--- config.mk ---
export PLATFORM = sky130hd
export DESIGN_NAME = dsau_top
export DESIGN_NICKNAME = d
export VERILOG_FILES = /design/src/rtl/dsau_pkg.sv /design/src/rtl/dsau_ea_gen.sv /design/src/rtl/dsau_xlate.sv /design/src/rtl/dsau_top.sv
export SDC_FILE = /design/constraint.sdc
export NUM_CORES = 1
export LEC_CHECK = 0
export BUFFER_PORTS_ARGS = -buffer_cell sky130_fd_sc_hd__buf_2
export CAP_MARGIN = 40
export CELL_PAD_IN_SITES_DETAIL_PLACEMENT = 1
export CELL_PAD_IN_SITES_GLOBAL_PLACEMENT = 1
export CORE_AREA = 5 5 287 289
export CTS_CLUSTER_DIAMETER = 120
export DETAILED_ROUTE_END_ITERATION = 8
export DIE_AREA = 0 0 292 294
export PLACE_DENSITY_LB_ADDON = 0.1
export SLEW_MARGIN = 20
export SYNTH_ARGS = -nofsm -noshare
export SYNTH_HDL_FRONTEND = slang
export SYNTH_SLANG_ARGS = --single-unit
--- constraint.sdc ---
create_clock -name clock -period 2.9 [get_ports clock]
set_input_delay 0.87 -clock clock [delete_from_list [all_inputs] [get_ports clock]]
set_output_delay 0.87 -clock clock [all_outputs]
set_load 0.005 [all_outputs]
--- src/rtl/dsau_pkg.sv ---
// Package for the data-space access unit: constants, codes and carrier structs.
// Assumes a 16-bit core with byte addressing and a 24-bit extended data space.
package dsau_pkg;
  // ----------------------------------------------------------------
  // Widths
  // ----------------------------------------------------------------
  localparam int DSAU_AW = 16;
  localparam int DSAU_XW = 24;
  localparam int DSAU_RPW = 10;
  localparam int DSAU_WPW = 9;
  localparam int DSAU_NM = 3;
  // ----------------------------------------------------------------
  // Address map and reset values
  // ----------------------------------------------------------------
  localparam logic [15:0] DSAU_LOW_LIMIT = 16'h2FFF;
  localparam logic [15:0] DSAU_NEAR_MASK = 16'h1FFF;
  localparam int DSAU_EA_HI_BIT = 15;
  localparam int DSAU_RP_PROG_BIT = 9;
  localparam logic [9:0] DSAU_RPAG_RST = 10'h001;
  localparam logic [8:0] DSAU_WPAG_RST = 9'h001;
  localparam logic [15:0] DSAU_SP_RST = 16'h1000;
  // ----------------------------------------------------------------
  // Master priority encodings
  // ----------------------------------------------------------------
  localparam logic [15:0] DSAU_PRI_DEF = 16'h0000;
  localparam logic [15:0] DSAU_PRI_CPU1 = 16'h0008;
  localparam logic [15:0] DSAU_PRI_DMA0 = 16'h0020;
  localparam logic [15:0] DSAU_PRI_DMA1 = 16'h0028;
  // Master indices
  localparam int DSAU_M_CPU = 0;
  localparam int DSAU_M_DMA = 1;
  localparam int DSAU_M_DBG = 2;

  typedef enum logic [2:0] {
    DSAU_AM_IND, DSAU_AM_POST, DSAU_AM_PRE, DSAU_AM_IDX, DSAU_AM_LIT
  } dsau_amode_t;

  typedef enum logic [1:0] {
    DSAU_ST_NONE, DSAU_ST_PUSH, DSAU_ST_POP
  } dsau_stop_t;

  typedef enum logic [1:0] {
    DSAU_PC_CALL, DSAU_PC_EXC
  } dsau_pckind_t;

  typedef struct packed {
    logic [15:0] base;
    logic [15:0] offset;
    logic [15:0] modv;
    dsau_amode_t mode;
  } dsau_eareq_t;

  typedef struct packed {
    logic valid;
    logic wr;
    logic [15:0] ea;
  } dsau_acc_t;
endpackage : dsau_pkg

--- src/rtl/dsau_ea_gen.sv ---
// Effective address generator for one operand.
// Assumes inputs are stable in the cycle of use; purely combinational.
`timescale 1ns/1ps
module dsau_ea_gen
  import dsau_pkg::*;
(
  input wire dsau_eareq_t req,
  output logic [15:0] ea,
  output logic [15:0] base_new
);
  always_comb
  begin
    ea = req.base;
    base_new = req.base;
    unique case (req.mode)
      DSAU_AM_IND: ea = req.base;
      DSAU_AM_POST:
      begin
        ea = req.base;
        base_new = req.base + req.modv;
      end
      DSAU_AM_PRE:
      begin
        ea = req.base + req.modv;
        base_new = req.base + req.modv;
      end
      DSAU_AM_IDX: ea = req.base + req.offset;
      DSAU_AM_LIT: ea = req.base + req.modv;
      default:
      begin
        ea = req.base;
        base_new = req.base;
      end
    endcase
  end
endmodule : dsau_ea_gen

--- src/rtl/dsau_xlate.sv ---
// Translates a 16-bit base address with a page value into an extended address.
// Assumes the page value is already the register selected for the direction.
`timescale 1ns/1ps
module dsau_xlate
  import dsau_pkg::*;
(
  input wire logic [15:0] ea,
  input wire logic [8:0] page,
  output logic [23:0] xaddr,
  output logic addr_err
);
  always_comb
  begin
    if (ea[DSAU_EA_HI_BIT])
    begin
      xaddr = {page, ea[14:0]};
      addr_err = (page == 9'h000);
    end
    else
    begin
      xaddr = {8'h00, ea};
      addr_err = 1'b0;
    end
  end
endmodule : dsau_xlate

--- src/rtl/dsau_top.sv ---
// Data-space access unit: paging, arbitration, stack pointer and operand addressing.
// Assumes masters hold their requests until granted and memory answers in one cycle.
//
// Notes on behaviour
// - Base addresses up to 0x2FFF are always reachable as page 0.
// - Upper-half access with zero page raises an address error.
// - Both page registers reset to 0x001.
// - Writing zero to a page register leaves it unchanged.
// - Non-zero pages only through base addresses with bit 15 set.
// - Each non-zero value of page bits 8:0 maps the upper half to its own 32-Kbyte window.
// - Arbiter grants the highest priority master; others wait.
// - Default order: CPU, then DMA, then debugger.
// - Priority codes 0x0020 and 0x0028 put DMA above the CPU; 0x0008 keeps the default order.
// - Masters above or below the CPU keep their relative order.
// - Stack pointer bit 0 is always zero.
// - Stack pointer resets to 0x1000.
// - Push writes then increments; pop decrements then reads.
// - PC push: low word first, then bits 22:16 (zero-extended on calls).
// - Exception push puts status low byte in second word.
// - Stack and active frame pointer are never paged.
// - Direct operands use a 13-bit address field.
// - Effective address from base, modifier, offset or literal.
// - First arithmetic operand is a working register directly.
// - Move source and destination share one offset-register field.
// - Dual prefetch uses registers 8-9 for X, 10-11 for Y.
// - Dual prefetch index only on 9 and 11; steps 2, 4, 6.
// - Page bits appended above address bits 14:0 give 24 bits.
// - Read page is 10 bits, write page is 9 bits.
`timescale 1ns/1ps
module dsau_top
  import dsau_pkg::*;
(
  input wire logic clock,
  input wire logic rst_b,
  // Page and priority control writes
  input wire logic rpag_we,
  input wire logic [9:0] rpag_wdata,
  input wire logic wpag_we,
  input wire logic [8:0] wpag_wdata,
  input wire logic pri_we,
  input wire logic [15:0] pri_wdata,
  output logic [9:0] read_page_reg,
  output logic [8:0] write_page_reg,
  output logic [15:0] master_priority_ctrl,
  // Master requests: index 0 CPU, 1 DMA, 2 debugger
  input wire dsau_acc_t [2:0] mreq,
  output logic [2:0] mgrant,
  output logic [2:0] mstall,
  // Memory side
  output logic mem_valid,
  output logic mem_wr,
  output logic [23:0] mem_addr,
  output logic mem_addr_err,
  // Stack
  input wire dsau_stop_t st_op,
  input wire dsau_pckind_t pc_kind,
  input wire logic pc_push,
  input wire logic [22:0] pc_value,
  input wire logic [15:0] cpu_status_word,
  input wire logic sp_we,
  input wire logic [15:0] sp_wdata,
  output logic [15:0] stack_pointer_reg,
  output logic st_valid,
  output logic st_wr,
  output logic [15:0] st_addr,
  output logic [15:0] st_wdata,
  // Frame pointer limit
  input wire logic frame_pointer_active,
  input wire logic [15:0] frame_pointer_reg,
  output logic [15:0] fp_addr,
  // Operand addressing
  input wire dsau_eareq_t ea_src,
  input wire dsau_eareq_t ea_dst,
  input wire logic [3:0] offset_reg_sel,
  input wire logic [12:0] file_addr,
  output logic [15:0] src_ea,
  output logic [15:0] dst_ea,
  output logic [15:0] src_base_new,
  output logic [15:0] dst_base_new,
  output logic [3:0] shared_offset_sel,
  output logic [15:0] file_ea,
  // Arithmetic operand 2 select
  input wire logic [1:0] op2_kind,
  input wire logic [15:0] op1_default_working_reg,
  input wire logic [15:0] op2_default_working_reg,
  input wire logic [15:0] op2_mem,
  input wire logic [4:0] op2_lit,
  output logic [15:0] alu_op1,
  output logic [15:0] alu_op2,
  // Dual prefetch
  input wire logic [3:0] x_reg_sel,
  input wire logic [3:0] y_reg_sel,
  input wire logic [1:0] x_mode,
  input wire logic [1:0] y_mode,
  input wire logic [15:0] x_base,
  input wire logic [15:0] y_base,
  input wire logic [15:0] x_off,
  input wire logic [15:0] y_off,
  output logic [15:0] x_ea,
  output logic [15:0] y_ea,
  output logic [15:0] x_base_new,
  output logic [15:0] y_base_new,
  output logic dual_illegal
);
  // ----------------------------------------------------------------
  // Page and priority registers
  // ----------------------------------------------------------------
  logic [9:0] rpag_r, rpag_nxt;
  logic [8:0] wpag_r, wpag_nxt;
  logic [15:0] pri_r, pri_nxt;

  always_comb
  begin
    rpag_nxt = rpag_r;
    wpag_nxt = wpag_r;
    pri_nxt = pri_r;
    if (rpag_we && rpag_wdata != 10'h000)
      rpag_nxt = rpag_wdata;
    if (wpag_we && wpag_wdata != 9'h000)
      wpag_nxt = wpag_wdata;
    // Reserved codes are dropped so the arbiter order stays defined
    if (pri_we && (pri_wdata == DSAU_PRI_DEF || pri_wdata == DSAU_PRI_CPU1 ||
                   pri_wdata == DSAU_PRI_DMA0 || pri_wdata == DSAU_PRI_DMA1))
      pri_nxt = pri_wdata;
  end

  always_ff @(posedge clock or negedge rst_b)
  begin
    if (!rst_b)
    begin
      rpag_r <= DSAU_RPAG_RST;
      wpag_r <= DSAU_WPAG_RST;
      pri_r <= DSAU_PRI_DEF;
    end
    else
    begin
      rpag_r <= rpag_nxt;
      wpag_r <= wpag_nxt;
      pri_r <= pri_nxt;
    end
  end

  assign read_page_reg = rpag_r;
  assign write_page_reg = wpag_r;
  assign master_priority_ctrl = pri_r;

  // ----------------------------------------------------------------
  // Arbiter
  // ----------------------------------------------------------------
  logic dma_first;
  logic [2:0] gnt_c;
  logic [2:0] live_c;
  logic [2:0] gnt_r, stall_r;
  dsau_acc_t win_c;

  // Only DMA can be raised above the CPU; the debugger is always last
  assign dma_first = (pri_r == DSAU_PRI_DMA0) || (pri_r == DSAU_PRI_DMA1);

  always_comb
  begin
    // A master granted last cycle still shows its request until it sees the grant;
    // it sits out one round, otherwise every access would be served twice
    for (int i = 0; i < DSAU_NM; i++)
      live_c[i] = mreq[i].valid & ~gnt_r[i];
    gnt_c = 3'h0;
    if (dma_first && live_c[DSAU_M_DMA])
      gnt_c[DSAU_M_DMA] = 1'b1;
    else if (live_c[DSAU_M_CPU])
      gnt_c[DSAU_M_CPU] = 1'b1;
    else if (live_c[DSAU_M_DMA])
      gnt_c[DSAU_M_DMA] = 1'b1;
    else if (live_c[DSAU_M_DBG])
      gnt_c[DSAU_M_DBG] = 1'b1;
    win_c = '0;
    for (int i = 0; i < DSAU_NM; i++)
      if (gnt_c[i])
        win_c = mreq[i];
  end

  logic [23:0] xaddr_c;
  logic xerr_c;
  dsau_xlate u_xlate (
    .ea(win_c.ea),
    .page(win_c.wr ? wpag_r : rpag_r[8:0]),
    .xaddr(xaddr_c),
    .addr_err(xerr_c)
  );

  logic mem_valid_r, mem_wr_r, mem_err_r;
  logic [23:0] mem_addr_r;

  always_ff @(posedge clock or negedge rst_b)
  begin
    if (!rst_b)
    begin
      gnt_r <= 3'h0;
      stall_r <= 3'h0;
      mem_valid_r <= 1'b0;
      mem_wr_r <= 1'b0;
      mem_addr_r <= 24'h000000;
      mem_err_r <= 1'b0;
    end
    else
    begin
      gnt_r <= gnt_c;
      for (int i = 0; i < DSAU_NM; i++)
        stall_r[i] <= live_c[i] & ~gnt_c[i];
      mem_valid_r <= (|gnt_c) & ~xerr_c;
      mem_wr_r <= win_c.wr;
      mem_addr_r <= xaddr_c;
      mem_err_r <= (|gnt_c) & xerr_c;
    end
  end

  assign mgrant = gnt_r;
  assign mstall = stall_r;
  assign mem_valid = mem_valid_r;
  assign mem_wr = mem_wr_r;
  assign mem_addr = mem_addr_r;
  assign mem_addr_err = mem_err_r;

  // ----------------------------------------------------------------
  // Software stack
  // ----------------------------------------------------------------
  logic [15:0] sp_r, sp_nxt;
  logic pc_hi_r, pc_hi_nxt;
  logic [15:0] pc_word2_r, pc_word2_nxt;
  logic stv_r, stv_nxt, stw_r, stw_nxt;
  logic [15:0] sta_r, sta_nxt, std_r, std_nxt;

  always_comb
  begin
    sp_nxt = sp_r;
    pc_hi_nxt = 1'b0;
    pc_word2_nxt = pc_word2_r;
    stv_nxt = 1'b0;
    stw_nxt = 1'b0;
    sta_nxt = sta_r;
    std_nxt = std_r;
    if (pc_hi_r)
    begin
      stv_nxt = 1'b1;
      stw_nxt = 1'b1;
      sta_nxt = sp_r;
      std_nxt = pc_word2_r;
      sp_nxt = sp_r + 16'h0002;
    end
    else if (pc_push)
    begin
      stv_nxt = 1'b1;
      stw_nxt = 1'b1;
      sta_nxt = sp_r;
      std_nxt = pc_value[15:0];
      sp_nxt = sp_r + 16'h0002;
      pc_hi_nxt = 1'b1;
      if (pc_kind == DSAU_PC_EXC)
        pc_word2_nxt = {cpu_status_word[7:0], 1'b0, pc_value[22:16]};
      else
        pc_word2_nxt = {9'h000, pc_value[22:16]};
    end
    else if (st_op == DSAU_ST_PUSH)
    begin
      stv_nxt = 1'b1;
      stw_nxt = 1'b1;
      sta_nxt = sp_r;
      std_nxt = sp_wdata;
      sp_nxt = sp_r + 16'h0002;
    end
    else if (st_op == DSAU_ST_POP)
    begin
      stv_nxt = 1'b1;
      sta_nxt = sp_r - 16'h0002;
      sp_nxt = sp_r - 16'h0002;
    end
    else if (sp_we)
      sp_nxt = sp_wdata;
    sp_nxt[0] = 1'b0;
  end

  always_ff @(posedge clock or negedge rst_b)
  begin
    if (!rst_b)
    begin
      sp_r <= DSAU_SP_RST;
      pc_hi_r <= 1'b0;
      pc_word2_r <= 16'h0000;
      stv_r <= 1'b0;
      stw_r <= 1'b0;
      sta_r <= 16'h0000;
      std_r <= 16'h0000;
    end
    else
    begin
      sp_r <= sp_nxt;
      pc_hi_r <= pc_hi_nxt;
      pc_word2_r <= pc_word2_nxt;
      stv_r <= stv_nxt;
      stw_r <= stw_nxt;
      sta_r <= sta_nxt;
      std_r <= std_nxt;
    end
  end

  // Stack and frame addresses stay 16 bits: never paged
  assign stack_pointer_reg = sp_r;
  assign st_valid = stv_r;
  assign st_wr = stw_r;
  assign st_addr = sta_r;
  assign st_wdata = std_r;

  // ----------------------------------------------------------------
  // Operand addressing (registered outputs)
  // ----------------------------------------------------------------
  logic [15:0] s_ea_c, d_ea_c, s_bn_c, d_bn_c;
  dsau_ea_gen u_src (.req(ea_src), .ea(s_ea_c), .base_new(s_bn_c));
  dsau_ea_gen u_dst (.req(ea_dst), .ea(d_ea_c), .base_new(d_bn_c));

  logic [15:0] alu2_c;
  logic [15:0] xea_c, yea_c, xbn_c, ybn_c;
  logic [15:0] xstep, ystep;
  logic dual_bad_c;

  always_comb
  begin
    unique case (op2_kind)
      2'h0: alu2_c = op2_default_working_reg;
      2'h1: alu2_c = op2_mem;
      default: alu2_c = {11'h000, op2_lit};
    endcase
    // Modes: 0 indirect, 1 post +2/4/6 by reg bits, 3 indexed
    xstep = 16'h0002 + {13'h0000, x_off[1:0], 1'b0};
    ystep = 16'h0002 + {13'h0000, y_off[1:0], 1'b0};
    xea_c = (x_mode == 2'h3) ? x_base + x_off : x_base;
    yea_c = (y_mode == 2'h3) ? y_base + y_off : y_base;
    xbn_c = (x_mode == 2'h1) ? x_base + xstep : x_base;
    ybn_c = (y_mode == 2'h1) ? y_base + ystep : y_base;
    dual_bad_c = (x_reg_sel != 4'h8 && x_reg_sel != 4'h9) ||
                 (y_reg_sel != 4'hA && y_reg_sel != 4'hB) ||
                 (x_mode == 2'h3 && x_reg_sel != 4'h9) ||
                 (y_mode == 2'h3 && y_reg_sel != 4'hB) ||
                 (x_mode == 2'h1 && x_off[1:0] == 2'h3) ||
                 (y_mode == 2'h1 && y_off[1:0] == 2'h3) || (x_mode == 2'h2) || (y_mode == 2'h2);
  end

  logic [15:0] sea_r, dea_r, sbn_r, dbn_r, fea_r, fp_r, a1_r, a2_r;
  logic [15:0] xea_r, yea_r, xbn_r, ybn_r;
  logic [3:0] osel_r;
  logic dbad_r;

  always_ff @(posedge clock or negedge rst_b)
  begin
    if (!rst_b)
    begin
      sea_r <= 16'h0000;
      dea_r <= 16'h0000;
      sbn_r <= 16'h0000;
      dbn_r <= 16'h0000;
      fea_r <= 16'h0000;
      fp_r <= 16'h0000;
      a1_r <= 16'h0000;
      a2_r <= 16'h0000;
      xea_r <= 16'h0000;
      yea_r <= 16'h0000;
      xbn_r <= 16'h0000;
      ybn_r <= 16'h0000;
      osel_r <= 4'h0;
      dbad_r <= 1'b0;
    end
    else
    begin
      sea_r <= s_ea_c;
      dea_r <= d_ea_c;
      sbn_r <= s_bn_c;
      dbn_r <= d_bn_c;
      osel_r <= offset_reg_sel;
      fea_r <= {3'h0, file_addr} & DSAU_NEAR_MASK;
      // Active frame pointer is clamped to 16 bits, never paged
      fp_r <= frame_pointer_active ? frame_pointer_reg : 16'h0000;
      a1_r <= op1_default_working_reg;
      a2_r <= alu2_c;
      xea_r <= xea_c;
      yea_r <= yea_c;
      xbn_r <= xbn_c;
      ybn_r <= ybn_c;
      dbad_r <= dual_bad_c;
    end
  end

  assign src_ea = sea_r;
  assign dst_ea = dea_r;
  assign src_base_new = sbn_r;
  assign dst_base_new = dbn_r;
  assign shared_offset_sel = osel_r;
  assign file_ea = fea_r;
  assign fp_addr = fp_r;
  assign alu_op1 = a1_r;
  assign alu_op2 = a2_r;
  assign x_ea = xea_r;
  assign y_ea = yea_r;
  assign x_base_new = xbn_r;
  assign y_base_new = ybn_r;
  assign dual_illegal = dbad_r;

  // ----------------------------------------------------------------
  // Assertions
  // ----------------------------------------------------------------
  property p_sp_align;
    @(posedge clock) disable iff (!rst_b) stack_pointer_reg[0] == 1'b0;
  endproperty
  a_sp_align: assert property (p_sp_align) else $error("stack pointer misaligned");

  property p_page_zero_kept;
    @(posedge clock) disable iff (!rst_b) (rpag_we && rpag_wdata == 10'h000) |=> $stable(read_page_reg);
  endproperty
  a_page_zero_kept: assert property (p_page_zero_kept) else $error("zero write changed read page");

  property p_err_on_zero_page;
    @(posedge clock) disable iff (!rst_b)
      (|gnt_c && win_c.ea[15] && (win_c.wr ? wpag_r == 9'h000 : rpag_r[8:0] == 9'h000))
        |=> (mem_addr_err && !mem_valid);
  endproperty
  a_err_on_zero_page: assert property (p_err_on_zero_page) else $error("page zero access not trapped");

  property p_low_direct;
    @(posedge clock) disable iff (!rst_b)
      (|gnt_c && win_c.ea <= DSAU_LOW_LIMIT) |=> (mem_valid && mem_addr == {8'h00, $past(win_c.ea)});
  endproperty
  a_low_direct: assert property (p_low_direct) else $error("low base address not direct");

  property p_cpu_over_dbg;
    @(posedge clock) disable iff (!rst_b)
      (live_c[DSAU_M_CPU] && live_c[DSAU_M_DBG]) |=> (!mgrant[DSAU_M_DBG] && mstall[DSAU_M_DBG]);
  endproperty
  a_cpu_over_dbg: assert property (p_cpu_over_dbg) else $error("debugger beat cpu");

  property p_dma_raised;
    @(posedge clock) disable iff (!rst_b)
      (dma_first && live_c[DSAU_M_DMA] && live_c[DSAU_M_CPU]) |=> (mgrant[DSAU_M_DMA] && mstall[DSAU_M_CPU]);
  endproperty
  a_dma_raised: assert property (p_dma_raised) else $error("raised dma not granted");

  property p_one_grant;
    @(posedge clock) disable iff (!rst_b) $onehot0(mgrant);
  endproperty
  a_one_grant: assert property (p_one_grant) else $error("multiple grants");

  property p_push_inc;
    @(posedge clock) disable iff (!rst_b)
      (st_op == DSAU_ST_PUSH && !pc_push && !pc_hi_r) |=> (st_addr == $past(sp_r) && sp_r == $past(sp_r) + 16'h0002);
  endproperty
  a_push_inc: assert property (p_push_inc) else $error("push order wrong");

  property p_pc_second_word;
    @(posedge clock) disable iff (!rst_b)
      (pc_push && !pc_hi_r && pc_kind == DSAU_PC_CALL) |=> ##1 (st_wr && st_wdata[15:7] == 9'h000);
  endproperty
  a_pc_second_word: assert property (p_pc_second_word) else $error("call upper word not zero-extended");
endmodule : dsau_top

==> results of run 1 <==
==> metrics by stage <==
step	total power, mW	worst slack (ns)	cells	utilization	TNS, ns
floorplan	7.16	-0.275	1759	-	-0.293
global placement	9.27	-0.602	3688	0.301	-15.59
detailed placement	9.33	-0.605	3691	0.302	-16.50
CTS	15.3	0.0240	3773	0.321	0
global route	15.9	-0.00530	3784	0.322	-0.00530
finish	15.0	0.0350	3791	0.322	0
==> layer usage <==
layer / vias to the layer above / track usage / part of all wire / wire [microns]
met5: - / 0 / 0.0025 / 211
met4: 34 / 0.0521 / 0.026 / 2240
met3: 157 / 0.0658 / 0.081 / 6890
met2: 499 / 0.336 / 0.51 / 42900
met1: 8386 / 0.211 / 0.38 / 32400
li1: 8085 / - / - / -
==> power groups by stage <==
stage / sequential (mW) / clock, mW / combinational, mW
after floorplan: 5.41 / 0 / 1.74
after global placement: 5.48 / 0 / 3.79
after detailed placement: 5.49 / 0 / 3.84
after CTS: 5.42 / 6.06 / 3.86
after global routing: 5.47 / 6.23 / 4.19
final: 5.40 / 5.82 / 3.78
==> Yosys cell counts, types with 6 or more instances <==
| cell | instances |
|---|---|
| nor4_1 | 15 |
| xnor2_1 | 73 |
| a21o_1 | 26 |
| nand2_1 | 156 |
| a21oi_1 | 86 |
| nor3b_1 | 18 |
| o31ai_1 | 7 |
| nand4_1 | 9 |
| nand2b_1 | 18 |
| o21bai_1 | 6 |
| nor2b_1 | 12 |
| ha_1 | 102 |
| and2_1 | 38 |
| or3_1 | 12 |
| a22o_1 | 12 |
| a22oi_1 | 17 |
| nor4b_1 | 7 |
| nor3_1 | 40 |
| a221oi_1 | 15 |
| and3_1 | 15 |
| nand3b_1 | 6 |
| o21ai_0 | 107 |
| o21a_1 | 9 |
| nor2_1 | 173 |
| fa_1 | 8 |
| a31oi_1 | 13 |
| a211oi_1 | 15 |
| inv_1 | 60 |
| nand3_1 | 42 |
| mux2_2 | 48 |
| or2_2 | 10 |
| clkbuf_1 | 67 |
| dfrtp_1 | 323 |
| o221ai_1 | 7 |
| xor2_1 | 50 |
| mux2i_1 | 33 |
| buf_1 | 6 |
| a221o_1 | 23 |
==> layout by cell type, fill, tap and decap left out, types with 13 or more instances in the layout <==
cell type  Yosys  final
buf_4          5    224
o21ai_0      107    102
nor4_1        15     15
buf_2          2    722
mux2_2        48     48
a31oi_1       13     13
xor2_1        50     50
clkbuf_16      0     44
inv_1         60     60
xnor2_1       73     73
nand3_1       42     42
diode_2        0     18
nand2b_1      18     18
a21o_1        26     26
nor3b_1       18     17
ha_1         102     99
nor3_1        40     38
a221oi_1      15     15
dfrtp_1      323    323
and2_1        38     38
a221o_1       23     23
a211oi_1      15     13
a22oi_1       17     17
nand2_1      156    156
mux2i_1       33     33
and3_1        15     15
a21oi_1       86     82
nor2_1       173    173
==> kinds of logic after synthesis <==
| kind of cell | Yosys count | share of synthesized area |
|---|---|---|
| buf+inv | 143 | 0.0327 |
| other cells | 1 | 0.000214 |
| mux | 82 | 0.0504 |
| xor+xnor | 123 | 0.0615 |
| fa+ha+maj | 110 | 0.0820 |
| flops | 326 | 0.466 |
| compound gates | 387 | 0.147 |
| simple gates | 583 | 0.160 |
==> timing repair <==
item | in CTS | in global routing
gates resized for setup | 0 | 8
endpoints found under the setup margin | 0 | 7
hold buffers | 0 | 0
setup buffers | 0 | 0
==> worst max path at each step <==
stage               startpoint          endpoint  slack (ns)  cells past startpoint
global placement     x_base[1]          x_ea[15]       -0.60                     10
CTS                  x_base[1]          x_ea[15]        0.02                     10
floorplan            x_base[1]          x_ea[15]       -0.27                      9
global route        ea_dst[36]  dst_base_new[15]      -0.005                     12
finish               x_base[1]          x_ea[15]        0.03                     10
detailed placement   x_base[1]          x_ea[15]       -0.60                     10
==> critical path: stages <==
cell and delay (ns):
buf_2 0.12, ha_4 0.23, a21o_1 0.17, a311o_1 0.37, o31a_1 0.29, a41o_1 0.24, o41a_1 0.37, a41o_1 0.24
mux2_4 0.31, xor2_1 0.14
==> area by class of cell <==
| cell class | count | area [sq um] |
|---|---|---|
| Sequential cell | 326 | 8160 |
| Antenna cell | 18 | 45.0 |
| Timing Repair Buffer | 954 | 5450 |
| Tap cell | 1060 | 1330 |
| Multi-Input combinational cell | 1290 | 8900 |
| Inverter | 61 | 229 |
| Clock inverter | 17 | 265 |
| Fill cell | 9403 | 54000 |
| Clock buffer | 65 | 1270 |
==> qor.csv, run 1 <==
stage,metric,value,unit
setup_path,worst r2r src,stack_pointer_reg[2],
synth,area share of the leading cell type in the synthesized netlist,0.462,
outcome,status,completed,
synth,Synth Flop Type,dfrtp_1,
floorplan,die height,294,microns
setup_path,FF-to-FF setup slack,0.28,ns
synth,synthesis-stage register bit count,326,
global_routing,number of global-route vias before repair,18545,
floorplan,die area,85800,sq um
clock_tree,# H-tree levels,2,
placed_design,placer's final routability congestion estimate,0.877,
synth,number of synthesized flops with an enable pin,0,
synth,Syn Inst Count,1755,
clock_tree,Worst-path clk slew,0.06,ns
power,Leakage,12.8,nW
power,Gate power share,0.252,
clock_tree,buffer depth of the longest clock path,3,
synth,ranking of synthesized cells by area,"dfrtp_1, ha_1, nor2_1",
synth,Ys Warns,0,
global_routing,first-pass GRT wire length,123,mm
sta,worst slew pin tran,0.664,ns
power,sw frac,0.308,
setup_path,arrival time worst endpoint,3.34,ns
power,clock power share,0.388,
routing,Vias/cell,4.53,
floorplan,Initial Util,0.220,
routing,drt first pass iters,5,
clock_tree,CTS tree,done,
routing,via count,17161,
clock_tree,worst-skew pair later-pin latency,0.58,ns
sta,final setup vio count,0,
global_routing,initial antenna violation count,55,
setup_path,Crit Path Class,in -> reg,
routing,WL final,84.7,mm
power,Seq pwr share,0.360,
synth,Netlist cell types,73,
sta,period utilization,0.988,
setup_path,R2R cell count,8,
job,max cap viols,0,
synth,Async SR Flop Fraction,1.00,
placed_design,input/output buffers,723,
power,Psw,4.62,mW
setup_path,crit end category,flip-flop,
finish,max reg flops,24,
routing,post-DR wirelength/cell,22.3,microns
clock_tree,Clock Tree Root,clkbuf_16,
placed_design,Post-DP Area,24000,sq um
finish,Final Cell Area,25600,sq um
routing,post-route ant nets,0,
sta,pins over their slew limit,0,
synth,largest area contributor in the netlist,dfrtp_1,
sta,Clock Skews,0.0122,ns
sta,Max Fclk,349,MHz
floorplan,io pins,737,
floorplan,Row Count,104,
setup_path,Required @ worst endpoint,3.37,ns
power,VDD IR max,379,uV
synth,"Cell Area, Synth",17500,sq um
setup_path,type of origin of the critical path,input port,
finish,area growth from synthesis to layout,46.5,%
floorplan,core region area,79600,sq um
sta,final hold vios,0,
sta,Hold WS,0.248,ns
power,Pint,10.4,mW
setup_path,worst r2r dst,stack_pointer_reg[14],
sta,crit path time final,2.87,ns
global_routing,gr ovfl total,0,
clock_tree,total CTS buffers,44,
global_routing,Tot GR Track Use,0.187,
setup_path,CP max FO,2,
routing,DRC,0,
finish,final net count,3209,
global_routing,largest net degree at the start of global routing,71,
placed_design,DP Wirelength,70.1,mm
floorplan,die width,292,microns
synth,register area share after synthesis,0.466,
sta,slew margin rel.,0.556,
routing,initial drt markers,632,
synth,Syn Area/Cell,9.98,sq um
finish,share of cells above drive strength 1,0.409,
power,Pwr Density,585,nW/um^2
clock_tree,clk sinks,326,
worst_hold_path,hold crit path type,in -> async,
No activity file was read; power rests on OpenSTA's default activity.
==> run 2: changes to the inputs <==
- CORE_AREA: 5 5 287 289 -> 5 5 286 288
- DIE_AREA: 0 0 292 294 -> 0 0 291 293
==> run 2 against run 1 <==
  * Clock-buffer cell count shrank 6
  * Largest power group unchanged
  * Non-clock buffer count is the same
  * Sequential power is essentially flat
  * Flip-flop and latch count is the same
  * Hold slack lost 0.088 ns
  * Design area shrank 0.31%
  * Die area shrank 0.68%
  * Sequential share of layout area grew 0.10 points
  * Cell count shrank 0.32%
  * Critical path depth is the same
==> qor.csv, run 2 (synthesized netlist as in run 1, its figures left out) <==
stage,metric,value,unit
outcome,status,completed,
sta,period utilization,0.977,
setup_path,R2R cell count,8,
clock_tree,# H-tree levels,2,
placed_design,DP Wirelength,70.3,mm
setup_path,CP peak stage delay,0.40,ns
setup_path,worst r2r dst,stack_pointer_reg[14],
routing,via count,17206,
setup_path,type of origin of the critical path,input port,
power,Gate power share,0.252,
routing,post-DR wirelength/cell,22.3,microns
floorplan,Row Count,103,
floorplan,core region area,78600,sq um
sta,Max Fclk,353,MHz
power,Pwr Density,582,nW/um^2
clock_tree,Worst-path clk slew,0.05,ns
power,sw frac,0.313,
sta,Clock Skews,0.00976,ns
sta,RSZ-0062 raised after global routing,true,
clock_tree,total CTS buffers,45,
setup_path,FF-to-FF setup slack,0.21,ns
clock_tree,CTS tree,done,
clock_tree,number of hold buffers added after CTS,0,
sta,worst slew pin tran,0.602,ns
floorplan,io pins,737,
global_routing,largest net degree at the start of global routing,70,
clock_tree,worst-skew pair later-pin latency,0.59,ns
setup_path,CP max FO,3,
routing,initial drt markers,518,
sta,final hold vios,0,
power,Final Power,14.9,mW
global_routing,first-pass GRT wire length,125,mm
finish,register area,8160,sq um
floorplan,Initial Util,0.223,
setup_path,worst r2r src,stack_pointer_reg[2],
power,Leakage,12.8,nW
setup_path,CP cell instances,buf_2 -> ha_4 -> and2_1 -> a311o_1 -> o31a_1 -> a41o_1 -> o41a_1 -> a41o_1 -> mux2_4 -> xor2_1,
sta,slew margin rel.,0.595,
finish,final cell count without fillers,3779,
setup_path,crit end category,flip-flop,
floorplan,die height,293,microns
routing,WL final,84.3,mm
job,max cap viols,0,
routing,Metal-1 WL,32.2,mm
finish,"most common cell after layout, fill and taps aside",buf_2,
sta,pins over their slew limit,0,
placed_design,input/output buffers,723,
setup_path,Crit Path Class,in -> reg,
floorplan,die area,85300,sq um
power,VDD IR max,378,uV
finish,share of cells above drive strength 1,0.409,
power,clock power share,0.385,
routing,drt first pass iters,4,
routing,post-route ant nets,0,
setup_path,cell at the slowest stage of the critical path,o41a_1,
finish,"commonest cells after routing, fill and taps aside","buf_2, dfrtp_1, buf_4",
routing,Vias/cell,4.55,
global_routing,initial antenna violation count,53,
finish,area growth from synthesis to layout,46.0,%
routing,metal3 WL,7.38,mm
global_routing,gr ovfl total,0,
routing,top routing layer used,met5,
power,Pint,10.2,mW
power,Seq pwr share,0.363,
setup_path,Required @ worst endpoint,3.36,ns
clock_tree,clk sinks,326,
placed_design,Inst Count DP,3680,
global_routing,number of global-route vias before repair,18903,
sta,crit path time final,2.83,ns
finish,Fillers,9264,
setup_path,arrival time worst endpoint,3.30,ns
routing,DRC,0,
worst_hold_path,hold crit path type,in -> async,
power,Psw,4.66,mW
sta,final setup vio count,0,
finish,max reg flops,24,
clock_tree,buffer depth of the longest clock path,3,
setup_path,most prevalent standard cell on the critical path,a41o_1,
routing,met2 routed WL,42.6,mm
floorplan,die width,291,microns
finish,final net count,3210,
global_routing,Tot GR Track Use,0.189,
placed_design,placer's final routability congestion estimate,0.882,
clock_tree,Clock Tree Root,clkbuf_16,
finish,area occupied by multi-input gates,8860,sq um
[run 2: changes by cell type in the layout (fill, tap and decap cells not counted), moves of 2 or more]
cell	before	now
bufinv_16	6	4
clkbuf_1	12	6
clkinv_2	8	12
clkinvlp_4	0	2
o21ai_1	4	6
[run 2: area by class of cell]
type,instances,area share
timing repair buffer,954,0.213
tap,1050,0.0514
antenna,18,0.00176
clock inverter,21,0.0102
clock buffer,59,0.0492
inverter,61,0.00895
sequential,326,0.319
multi-input combinational,1290,0.347
[run 2: timing repair]
| item | 4_1_cts | 5_1_grt |
|---|---|---|
| setup endpoints to repair | 0 | 5 |
| setup buffers | 0 | 1 |
| gates resized for setup | 0 | 2 |
[run 2: worst max path at each step]
| stage | start | to | slack [ns] | depth (start not counted) |
|---|---|---|---|---|
| after floorplan | x_base[1] | x_ea[15] | -0.27 | 9 |
| after global placement | x_base[1] | x_ea[15] | -0.58 | 10 |
| after detailed placement | x_base[1] | x_ea[15] | -0.58 | 10 |
| after CTS | x_base[1] | x_ea[15] | 0.05 | 10 |
| after global routing | y_base[0] | y_ea[14] | -0.05 | 12 |
| final | x_base[3] | x_ea[15] | 0.07 | 10 |
[run 2: per-stage QoR]
step / worst slack (ns) / hold slack, ns / area (sq um) / TNS, ns / util
floorplan: -0.275 / 0.456 / 17600 / -0.293 / -
global placement: -0.581 / 0.463 / 24000 / -15.30 / 0.305
detailed placement: -0.580 / 0.474 / 24000 / -16.07 / 0.305
CTS: 0.0520 / 0.158 / 25500 / 0 / 0.325
global route: -0.0510 / 0.161 / 25600 / -0.0510 / 0.325
finish: 0.0661 / 0.160 / 25600 / 0 / 0.325
[run 2: metal layers]
metal,vias to the layer above,GRT usage
met5,-,0
met3,147,0.0760
met2,498,0.338
li1,8079,-
met4,44,0.0471
met1,8438,0.212
[run 2: critical path: cells and delay by family]
| family | cells | cell delay, ns |
|---|---|---|
| fa+ha+maj | 1 | 0.24 |
| xor+xnor | 1 | 0.14 |
| mux | 1 | 0.31 |
| simple gates | 1 | 0.13 |
| compound gates | 5 | 1.48 |
| buf+inv | 1 | 0.12 |
[run 2: power groups by stage]
stage | combinational, mW | clock [mW] | sequential (mW)
after global placement | 3.76 | 0 | 5.47
after detailed placement | 3.81 | 0 | 5.48
after floorplan | 1.74 | 0 | 5.41
final | 3.75 | 5.72 | 5.40
after CTS | 3.84 | 5.97 | 5.41
after global routing | 4.17 | 6.14 | 5.46
